File: config.mk
export PLATFORM = sky130hd
export DESIGN_NAME = voltage_comparator
export DESIGN_NICKNAME = d
export VERILOG_FILES = /design/src/cmp_pkg.sv /design/src/cmp_edge_if.sv /design/src/cmp_edge_sync.sv /design/src/voltage_comparator.sv
export SDC_FILE = /design/constraint.sdc
export NUM_CORES = 1
export LEC_CHECK = 0
export BUFFER_PORTS_ARGS = -buffer_cell sky130_fd_sc_hd__buf_2
export CAP_MARGIN = 25
export CELL_PAD_IN_SITES_DETAIL_PLACEMENT = 1
export CELL_PAD_IN_SITES_GLOBAL_PLACEMENT = 2
export CORE_MARGIN = 2
export CORE_UTILIZATION = 26
export CTS_CLUSTER_SIZE = 20
export DETAILED_ROUTE_END_ITERATION = 10
export GPL_TIMING_DRIVEN = 0
export MAX_ROUTING_LAYER = met4
export PLACE_DENSITY_LB_ADDON = 0.1
export SYNTH_ARGS = -nofsm -noshare
export SYNTH_HDL_FRONTEND = slang
export SYNTH_SLANG_ARGS = --single-unit
File: constraint.sdc
create_clock -name mclk -period 2.5 [get_ports mclk]
set_clock_uncertainty 0.1 [all_clocks]
set_input_delay 0.625 -clock mclk [delete_from_list [all_inputs] [get_ports mclk]]
set_output_delay 0.625 -clock mclk [all_outputs]
set_load 0.05 [all_outputs]
File: src/cmp_pkg.sv
// constants shared by the comparator control block
package cmp_pkg;

    // register indices; byte address is four times the index
    localparam logic [7:0] CTRL_IDX   = 8'h9b;
    localparam logic [7:0] MODE_IDX   = 8'h9d;
    localparam logic [7:0] RSTCFG_IDX = 8'ha0;

    // control register fields
    localparam int CTRL_EN_BIT    = 7;
    localparam int CTRL_OUT_BIT   = 6;
    localparam int CTRL_RISE_BIT  = 5;
    localparam int CTRL_FALL_BIT  = 4;
    localparam int CTRL_HYP_LSB   = 2;
    localparam int CTRL_HYN_LSB   = 0;

    // mode register fields
    localparam int MODE_RIE_BIT   = 5;
    localparam int MODE_FIE_BIT   = 4;
    localparam int MODE_MD_LSB    = 0;

    // reset-source register fields
    localparam int RSTCFG_EN_BIT  = 0;

    // reset values
    localparam logic       CTRL_EN_RST   = 1'b0;
    localparam logic       FLAG_RST      = 1'b0;
    localparam logic [1:0] HYST_RST      = 2'h0;
    localparam logic       IRQ_EN_RST    = 1'b0;
    localparam logic [1:0] RESP_MODE_RST = 2'h2;
    localparam logic       RST_SRC_RST   = 1'b0;

    // hysteresis encodings: off, 5 mV, 10 mV, 20 mV
    localparam logic [1:0] HYST_OFF  = 2'h0;
    localparam logic [1:0] HYST_5MV  = 2'h1;
    localparam logic [1:0] HYST_10MV = 2'h2;
    localparam logic [1:0] HYST_20MV = 2'h3;

    // response modes: fastest to slowest
    localparam logic [1:0] RESP_FAST = 2'h0;
    localparam logic [1:0] RESP_SLOW = 2'h3;

    // bus responses
    localparam logic [1:0] RESP_OKAY   = 2'h0;
    localparam logic [1:0] RESP_SLVERR = 2'h2;

endpackage : cmp_pkg

File: src/cmp_edge_if.sv
// synchronised comparator level and edge pulses between modules
`timescale 1ns/1ps
`default_nettype none
interface cmp_edge_if;
    logic syncLevel;
    logic risePulse;
    logic fallPulse;
    modport source (output syncLevel, output risePulse, output fallPulse);
    modport sink   (input  syncLevel, input  risePulse, input  fallPulse);
endinterface : cmp_edge_if
`default_nettype wire

File: src/cmp_edge_sync.sv
// two-flop synchroniser and edge detector for the raw comparator result
`timescale 1ns/1ps
`default_nettype none
module cmp_edge_sync
    import cmp_pkg::*;
(
    // clock and reset
    input  wire logic mclk,
    input  wire logic rst_b,
    // raw analog result
    input  wire logic cmpRaw,
    // synchronised result
    cmp_edge_if.source edges
);

    logic metaR_r;
    logic syncR_r;
    logic prevR_r;

    always_ff @(posedge mclk or negedge rst_b) begin
        if (!rst_b) begin
            metaR_r <= 1'b0;
            syncR_r <= 1'b0;
            prevR_r <= 1'b0;
        end else begin
            metaR_r <= cmpRaw;
            syncR_r <= metaR_r;
            prevR_r <= syncR_r;
        end
    end

    assign edges.syncLevel = syncR_r;
    assign edges.risePulse = syncR_r & ~prevR_r;
    assign edges.fallPulse = ~syncR_r & prevR_r;
endmodule : cmp_edge_sync
`default_nettype wire

File: src/voltage_comparator.sv
// control and status logic around the analog voltage comparator
//
// Behaviour
// - latched and raw comparator outputs to pins
// - raw output needs no clock
// - comparator result can request device reset
// - disabled: pin outputs low, power off
// - response mode passed to analog core
// - low four control bits set hysteresis
// - hysteresis: off, 5, 10, 20 mV
// - interrupts on rising and falling edges
// - edges set rise or fall flag
// - flags stay set until software clears
// - enable bits unmask edge interrupts
// - output state readable at any time
// - enable bit turns comparator on, off
// - control register bit layout, reset zero
// - hysteresis field encodings and positions
// - mode register layout, mode resets to 10
//
// Chosen here: the AXI4-Lite slave port and the register offsets.
`timescale 1ns/1ps
`default_nettype none
module voltage_comparator
    import cmp_pkg::*;
#(
    parameter int ADDR_W = 12
)(
    // clock and reset
    input  wire logic              mclk,
    input  wire logic              rst_b,
    // axi4-lite write address
    input  wire logic              s_axi_awvalid,
    output logic                   s_axi_awready,
    input  wire logic [ADDR_W-1:0] s_axi_awaddr,
    input  wire logic [2:0]        s_axi_awprot,
    // axi4-lite write data
    input  wire logic              s_axi_wvalid,
    output logic                   s_axi_wready,
    input  wire logic [31:0]       s_axi_wdata,
    input  wire logic [3:0]        s_axi_wstrb,
    // axi4-lite write response
    output logic                   s_axi_bvalid,
    input  wire logic              s_axi_bready,
    output logic [1:0]             s_axi_bresp,
    // axi4-lite read address
    input  wire logic              s_axi_arvalid,
    output logic                   s_axi_arready,
    input  wire logic [ADDR_W-1:0] s_axi_araddr,
    input  wire logic [2:0]        s_axi_arprot,
    // axi4-lite read data
    output logic                   s_axi_rvalid,
    input  wire logic              s_axi_rready,
    output logic [31:0]            s_axi_rdata,
    output logic [1:0]             s_axi_rresp,
    // analog core
    input  wire logic              cmpRaw,
    output logic                   cmpPowerOn,
    output logic [1:0]             cmpPosHyst,
    output logic [1:0]             cmpNegHyst,
    output logic [1:0]             cmpResponseMode,
    // crossbar outputs
    output logic                   cmpSyncOut,
    output logic                   cmpAsyncOut,
    // interrupt and reset requests
    output logic                   cmpRiseIrq,
    output logic                   cmpFallIrq,
    output logic                   cmpResetReq
);

    function automatic logic [ADDR_W-1:0] regAddr(input logic [7:0] idx);
        regAddr = ADDR_W'({idx, 2'b00});
    endfunction : regAddr

    function automatic logic isMapped(input logic [ADDR_W-1:0] addr);
        isMapped = (addr == regAddr(CTRL_IDX)) ||
                   (addr == regAddr(MODE_IDX)) ||
                   (addr == regAddr(RSTCFG_IDX));
    endfunction : isMapped

    // register state
    logic       cmpEnable_r;
    logic       cmpRiseFlag_r;
    logic       cmpFallFlag_r;
    logic [1:0] cmpPosHyst_r;
    logic [1:0] cmpNegHyst_r;
    logic       cmpRiseIrqEn_r;
    logic       cmpFallIrqEn_r;
    logic [1:0] cmpRespMode_r;
    logic       cmpResetEn_r;
    logic       cmpSyncOut_r;

    // bus state
    logic              awHeld_r;
    logic [ADDR_W-1:0] awAddr_r;
    logic              wHeld_r;
    logic [31:0]       wData_r;
    logic              wLane0_r;
    logic              bValid_r;
    logic [1:0]        bResp_r;
    logic              rValid_r;
    logic [31:0]       rData_r;
    logic [1:0]        rResp_r;

    cmp_edge_if edgeBus ();

    cmp_edge_sync u_sync (
        .mclk   (mclk),
        .rst_b  (rst_b),
        .cmpRaw (cmpRaw),
        .edges  (edgeBus)
    );

    // ---------------- comparator view ----------------
    logic cmpState;
    logic riseSeen;
    logic fallSeen;

    assign cmpState = cmpEnable_r & edgeBus.syncLevel;
    assign riseSeen = cmpEnable_r & edgeBus.risePulse;
    assign fallSeen = cmpEnable_r & edgeBus.fallPulse;

    // ---------------- write path ----------------
    logic doWrite;
    logic wrCtrl;
    logic wrMode;
    logic wrRst;
    logic [7:0] wByte;

    assign s_axi_awready = !awHeld_r && !bValid_r;
    assign s_axi_wready  = !wHeld_r && !bValid_r;
    assign doWrite = awHeld_r && wHeld_r && !bValid_r;
    assign wByte   = wData_r[7:0];
    assign wrCtrl  = doWrite && wLane0_r && (awAddr_r == regAddr(CTRL_IDX));
    assign wrMode  = doWrite && wLane0_r && (awAddr_r == regAddr(MODE_IDX));
    assign wrRst   = doWrite && wLane0_r &&
                     (awAddr_r == regAddr(RSTCFG_IDX));

    always_ff @(posedge mclk or negedge rst_b) begin
        if (!rst_b) begin
            awHeld_r <= 1'b0;
            awAddr_r <= '0;
        end else if (s_axi_awvalid && s_axi_awready) begin
            awHeld_r <= 1'b1;
            awAddr_r <= s_axi_awaddr;
        end else if (doWrite) begin
            awHeld_r <= 1'b0;
        end
    end

    always_ff @(posedge mclk or negedge rst_b) begin
        if (!rst_b) begin
            wHeld_r  <= 1'b0;
            wData_r  <= '0;
            wLane0_r <= 1'b0;
        end else if (s_axi_wvalid && s_axi_wready) begin
            wHeld_r  <= 1'b1;
            wData_r  <= s_axi_wdata;
            wLane0_r <= s_axi_wstrb[0];
        end else if (doWrite) begin
            wHeld_r <= 1'b0;
        end
    end

    always_ff @(posedge mclk or negedge rst_b) begin
        if (!rst_b) begin
            bValid_r <= 1'b0;
            bResp_r  <= RESP_OKAY;
        end else if (doWrite) begin
            bValid_r <= 1'b1;
            bResp_r  <= isMapped(awAddr_r) ? RESP_OKAY : RESP_SLVERR;
        end else if (s_axi_bready) begin
            bValid_r <= 1'b0;
        end
    end

    assign s_axi_bvalid = bValid_r;
    assign s_axi_bresp  = bResp_r;

    // ---------------- control register ----------------
    always_ff @(posedge mclk or negedge rst_b) begin
        if (!rst_b) begin
            cmpEnable_r  <= CTRL_EN_RST;
            cmpPosHyst_r <= HYST_RST;
            cmpNegHyst_r <= HYST_RST;
        end else if (wrCtrl) begin
            cmpEnable_r  <= wByte[CTRL_EN_BIT];
            cmpPosHyst_r <= wByte[CTRL_HYP_LSB +: 2];
            cmpNegHyst_r <= wByte[CTRL_HYN_LSB +: 2];
        end
    end

    // software write first, hardware set on top of it
    always_ff @(posedge mclk or negedge rst_b) begin
        if (!rst_b) begin
            cmpRiseFlag_r <= FLAG_RST;
            cmpFallFlag_r <= FLAG_RST;
        end else begin
            cmpRiseFlag_r <= (wrCtrl ? wByte[CTRL_RISE_BIT] : cmpRiseFlag_r)
                             | riseSeen;
            cmpFallFlag_r <= (wrCtrl ? wByte[CTRL_FALL_BIT] : cmpFallFlag_r)
                             | fallSeen;
        end
    end

    // ---------------- mode and reset-source registers ----------------
    always_ff @(posedge mclk or negedge rst_b) begin
        if (!rst_b) begin
            cmpRiseIrqEn_r <= IRQ_EN_RST;
            cmpFallIrqEn_r <= IRQ_EN_RST;
            cmpRespMode_r  <= RESP_MODE_RST;
        end else if (wrMode) begin
            cmpRiseIrqEn_r <= wByte[MODE_RIE_BIT];
            cmpFallIrqEn_r <= wByte[MODE_FIE_BIT];
            cmpRespMode_r  <= wByte[MODE_MD_LSB +: 2];
        end
    end

    always_ff @(posedge mclk or negedge rst_b) begin
        if (!rst_b) begin
            cmpResetEn_r <= RST_SRC_RST;
        end else if (wrRst) begin
            cmpResetEn_r <= wByte[RSTCFG_EN_BIT];
        end
    end

    // ---------------- read path ----------------
    logic [7:0] rdByte;

    always_comb begin
        rdByte = 8'h00;
        if (s_axi_araddr == regAddr(CTRL_IDX)) begin
            rdByte[CTRL_EN_BIT]         = cmpEnable_r;
            rdByte[CTRL_OUT_BIT]        = cmpState;
            rdByte[CTRL_RISE_BIT]       = cmpRiseFlag_r;
            rdByte[CTRL_FALL_BIT]       = cmpFallFlag_r;
            rdByte[CTRL_HYP_LSB +: 2]   = cmpPosHyst_r;
            rdByte[CTRL_HYN_LSB +: 2]   = cmpNegHyst_r;
        end else if (s_axi_araddr == regAddr(MODE_IDX)) begin
            rdByte[MODE_RIE_BIT]        = cmpRiseIrqEn_r;
            rdByte[MODE_FIE_BIT]        = cmpFallIrqEn_r;
            rdByte[MODE_MD_LSB +: 2]    = cmpRespMode_r;
        end else if (s_axi_araddr == regAddr(RSTCFG_IDX)) begin
            rdByte[RSTCFG_EN_BIT]       = cmpResetEn_r;
        end
    end

    assign s_axi_arready = !rValid_r;

    always_ff @(posedge mclk or negedge rst_b) begin
        if (!rst_b) begin
            rValid_r <= 1'b0;
            rData_r  <= '0;
            rResp_r  <= RESP_OKAY;
        end else if (s_axi_arvalid && s_axi_arready) begin
            rValid_r <= 1'b1;
            rData_r  <= {24'h000000, rdByte};
            rResp_r  <= isMapped(s_axi_araddr) ? RESP_OKAY : RESP_SLVERR;
        end else if (s_axi_rready) begin
            rValid_r <= 1'b0;
        end
    end

    assign s_axi_rvalid = rValid_r;
    assign s_axi_rdata  = rData_r;
    assign s_axi_rresp  = rResp_r;

    // ---------------- outputs ----------------
    always_ff @(posedge mclk or negedge rst_b) begin
        if (!rst_b) begin
            cmpSyncOut_r <= 1'b0;
        end else begin
            cmpSyncOut_r <= cmpState;
        end
    end

    assign cmpSyncOut  = cmpSyncOut_r;
    // unclocked path stays live while the system clock is stopped
    assign cmpAsyncOut = cmpEnable_r & cmpRaw;
    assign cmpPowerOn  = cmpEnable_r;
    assign cmpPosHyst  = cmpPosHyst_r;
    assign cmpNegHyst  = cmpNegHyst_r;
    assign cmpResponseMode = cmpRespMode_r;
    assign cmpRiseIrq  = cmpRiseFlag_r & cmpRiseIrqEn_r;
    assign cmpFallIrq  = cmpFallFlag_r & cmpFallIrqEn_r;
    // reset request while the positive input sits below the negative
    assign cmpResetReq = cmpEnable_r & cmpResetEn_r &
                         ~edgeBus.syncLevel;
endmodule : voltage_comparator
`default_nettype wire

* Word level (Yosys, flattened, before mapping)
Index checks and enable logic that the tools add are counted.
** Cells by class
- Bitwise logic cells :: 14
- Muxes and demuxes :: 19
- Eq/ne operators :: 6
- Reductions and logical operators :: 23
** Operators by type and width (count)
- 12-bit by 10-bit equality test with 1-bit output (second input constant) :: 6
- 2-bit two-way mux :: 7
- 1-bit two-way mux :: 12
- 1-bit logical AND :: 11
- 1-bit AND :: 10
- 2-bit nonzero test :: 4
- 1-bit logical NOT :: 4
- 1-bit logical OR :: 4
- 1-bit NOT :: 2
- 1-bit bitwise OR :: 2
** Storage, ports and cells
- Input port bits :: 74
- Bits in registers :: 53

* Longest topological paths before layout
- Word-level depth :: 6
- Depth in mapped cells :: 5
- Depth with buffers taken out :: 4

* Cells and area by module
From an unflattened synthesis, not the netlist that was laid out.
** Second synthesis, totals
- Cell total of the unflattened synthesis :: 186
- Area, all modules :: 2362.3 µm²
** By module, submodules not included
- voltage_comparator :: area each 2272.2 µm², cells each 181, seq. area each 1177.4 µm², times used 1
- cmp_edge_sync :: area each 90.1 µm², cells each 5, seq. area each 75.1 µm², times used 1

* Worst setup path before layout
No wires, ideal clock.
- Kind :: flip-flop to output port
- Start :: register cmpEnable_r, in the netlist cmpPowerOn
- End :: output cmpResetReq
- Stages on the path, launching flop included :: 2
- Data required time :: 1.775 ns
- Data arrival time :: 1.903 ns
- Path buffers :: 0
- Setup slack :: -0.128 ns
- Cells stage by stage :: dfrtp_1 -> nor3b_1
** Between the ends
- Cells in the longest elaborated chain, start to end :: 2
** RTL lines
- start: declaration :: RTL line voltage_comparator.sv:82 : logic cmpEnable_r;
- start signal: assignment :: RTL line voltage_comparator.sv:187 : cmpEnable_r <= wByte[CTRL_EN_BIT];
- 1-bit AND (2 in a row) :: RTL line voltage_comparator.sv:287 : assign cmpResetReq = cmpEnable_r & cmpResetEn_r &
- end: declaration :: RTL line voltage_comparator.sv:68 : output logic cmpResetReq
Every way passes these cells.

* Worst setup path in the final report
- Start :: register awAddr_r[1]
- End :: register cmpFallIrqEn_r
** Between the ends
- Cells in the longest elaborated chain, start to end :: 2
** RTL lines
- start: declaration :: RTL line voltage_comparator.sv:95 : logic [ADDR_W-1:0] awAddr_r;
- start signal: assignment :: RTL line voltage_comparator.sv:145 : awAddr_r <= s_axi_awaddr;
- 12-bit by 10-bit equality test with 1-bit output :: RTL line voltage_comparator.sv:135 : assign wrMode = doWrite && wLane0_r && (awAddr_r == regAddr(MODE_IDX));
- 1-bit logical AND :: RTL line voltage_comparator.sv:135
- end signal: assignment :: RTL line voltage_comparator.sv:214 : cmpFallIrqEn_r <= wByte[MODE_FIE_BIT];
- end: declaration :: RTL line voltage_comparator.sv:88 : logic cmpFallIrqEn_r;
Every way passes these cells.
A chain may end at the register's enable or synchronous reset.

==> flow_summary.json <==
{
  "status": "complete, no violations",
  "crit_slowest_cell": "sky130_fd_sc_hd__or4b_1",
  "path_clk_slew_ns": 0.09,
  "path_class": "register to register",
  "setup.worst_path.start_class": "register",
  "worst_slew_margin_rel_pct": 61.5,
  "placed_cell_area_um2": 2940,
  "antenna_diode_count": 0,
  "height_of_the_chip_um": 99.1,
  "cts_tree": "done",
  "totalNegativeSetupSlack_ns": 0,
  "wl_per_cell_um": 13.0,
  "ant_nets": 0,
  "timing.hold.worst.class": "input pin to async pin",
  "mappedNetlistArea_um2": 2350,
  "timing.max_cap.violations": 0,
  "yosysWarnings": 0,
  "endpoint_kind": "register",
  "vias": 1695,
  "worst-endpoint-arrival_ns": 2.41,
  "grt_pass1_vias": 1697,
  "coreArea_um2": 8760,
  "ctsHoldBuffers": 0,
  "grt_setup_unrepaired": "false",
  "setup_viol": 0,
  "die-width_um": 99.1,
  "cts_made_buffers": 5,
  "num_io_pins": 127,
  "syn-instance-count": 196,
  "gpl.final_weighted_congestion": 0.688,
  "leakagePower_nw": 1.57,
  "half_perimeter_wire_length_after_placement_um": 4140,
  "worstPathRequired_ns": 2.59,
  "worst_path_dominant_cell_family": "simple AND/OR/NAND/NOR gates",
  "clk_buf_depth": 2,
  "area_delta_synth_final_pct": 31.0,
  "cts-resized-gates": 0,
  "post_cts_buffers": 0,
  "synth-edff-count": 0,
  "drt_first_iter_violations": 35,
  "crit_path_cell_trace": "or4b_1 > or3_4 > nor4_4 > mux2_2",
  "fmax_ghz": 0.431,
  "clockRootBuffer": "sky130_fd_sc_hd__clkbuf_8",
  "num-nets-final": 369,
  "synth.avg_cell_area_um2": 12.0,
  "layout.cell_area.non_filler_um2": 3080,
  "drt-pass1-iter-count": 3,
  "finalWorstPathRequiredPeriod_ns": 2.32,
  "antenna_found_initial": 0,
  "first_pass_grt_wire_length_um": 8600,
  "worst_skew_pair.late_latency_ns": 0.30,
  "fp-row-count": 34,
  "cp_max_fo": 4,
  "tritoncts_num_sinks": 50,
  "final_max_slew_violation_count": 0,
  "final_layout_size_suffix_gt1_share_pct": 46.3,
  "total_global_routing_overflow": 0,
  "drc": 0,
  "reg2reg_setup_slack_ns": 0.18,
  "ctsHtreeMaxLevel": 2,
  "peakVddDrop_mv": 0.469,
  "layout.cells.most_common": "sky130_fd_sc_hd__buf_2",
  "synth_cell_type_count": 37,
  "worst-slew-pin-transition_ns": 0.569,
  "die_area_um2": 9820,
  "power.density_nw_per_um2": 854,
  "largest_net_degree_at_the_start_of_global_routing": 33,
  "synth-seq-area-share_pct": 53.3,
  "port_buffers": 66,
  "fraction_of_the_cycle_the_final_worst_path_needs_pct": 92.8,
  "asyncSetResetFlopFracSynth_pct": 100,
  "grt_use_total_pct": 11.2,
  "ys_seq_elements": 50,
  "route.detailed.vias_per_inst": 4.20,
  "starting_density_pct": 26.8,
  "most-common-layout-cells": "sky130_fd_sc_hd__buf_2 (66), sky130_fd_sc_hd__dfrtp_1 (49), sky130_fd_sc_hd__buf_4 (26), sky130_fd_sc_hd__conb_1 (26), sky130_fd_sc_hd__mux2_2 (25)",
  "worst_path_largest_cell_delay_ns": 0.56,
  "critical_path.n_buffers_inverters": 0,
  "drt_total_wl_um": 5260,
  "hold_viol_final": 0,
  "yosys_most_used_dff": "sky130_fd_sc_hd__dfrtp_1"
}
-- cell families after synthesis --
logic type	share of synthesized area [%]
xor+xnor	0.373
other cells	0.160
simple gates	14.3
flops	53.3
mux	16.0
buf+inv	10.4
compound gates	5.54
-- layer usage --
layer  up-vias  track usage, %  share of wire [%]
li1        832               -                  -
met1       798            14.7                 45
met2        60            17.9                 48
met3         5            2.60                6.0
met4         0            2.53               0.78
met5         -               -                  0
-- through the flow --
step	cells	utilization (%)	hold WS (ns)	total power [mW]	setup WS, ns
global route	404	35.2	0.188	2.79	0.0774
floorplan	221	-	0.229	1.76	0.0596
CTS	404	35.2	0.166	2.68	0.165
finish	404	35.2	0.162	2.63	0.181
global placement	395	33.3	0.235	1.94	-0.0840
detailed placement	396	33.5	0.240	1.97	0.0300
-- layout make-up --
cell class / instances / area, um^2
inverter: 7 / 26.3
fill: 1021 / 5680
buffer: 30 / 218
sequential: 50 / 1250
clock buffer: 6 / 82.6
multi-input combinational: 134 / 956
clock inverter: 2 / 60.1
tap: 108 / 135
timing repair buffer: 67 / 350
-- power by group --
part	internal [mW]	switching (mW)	total, mW
Combinational	0.323	0.437	0.760
Sequential	1.02	0.162	1.18
Clock	0.427	0.266	0.693
Total	1.77	0.866	2.63
-- flip-flops by register name, summed over array words and instances, names as in the netlist, 2 cells and up --
signal	flops
awAddr_r	12
s_axi_rdata	8
wData_r	7
cmpNegHyst	2
cmpPosHyst	2
cmpResponseMode	2
-- synth_stat cells (4+ instances only) --
master / number / area (um^2)
sky130_fd_sc_hd__nor3_1: 4 / 20.0
sky130_fd_sc_hd__nor2_1: 5 / 18.8
sky130_fd_sc_hd__buf_4: 26 / 195
sky130_fd_sc_hd__and2_1: 4 / 25.0
sky130_fd_sc_hd__inv_1: 7 / 26.3
sky130_fd_sc_hd__mux2_4: 5 / 75.1
sky130_fd_sc_hd__mux2_2: 25 / 282
sky130_fd_sc_hd__dfrtp_1: 49 / 1230
sky130_fd_sc_hd__o21ai_0: 9 / 45.0
sky130_fd_sc_hd__a21o_1: 4 / 30.0
sky130_fd_sc_hd__nand2_1: 15 / 56.3
-- worst register-to-register path: stages, from the launching register on --
cell and delay, ns:
sky130_fd_sc_hd__dfrtp_1 0.39, sky130_fd_sc_hd__or4b_1 0.56, sky130_fd_sc_hd__or3_4 0.38, sky130_fd_sc_hd__nor4_4 0.40
sky130_fd_sc_hd__mux2_2 0.38
-- path summary, 6_finish.rpt --
path | cells after the start | from | endpoint
setup / recovery | 4 | awAddr_r[1] | cmpFallIrqEn_r
hold / removal | 1 | rst_b | s_axi_rdata[5]
setup reg to reg | 4 | awAddr_r[1] | cmpFallIrqEn_r
hold reg to reg | 0 | u_sync.metaR_r | u_sync.edges.syncLevel
max in group asynchronous | 2 | rst_b | cmpResponseMode[1]
min in group mclk | 0 | u_sync.metaR_r | u_sync.edges.syncLevel
Power figures use the tool's default switching activity.
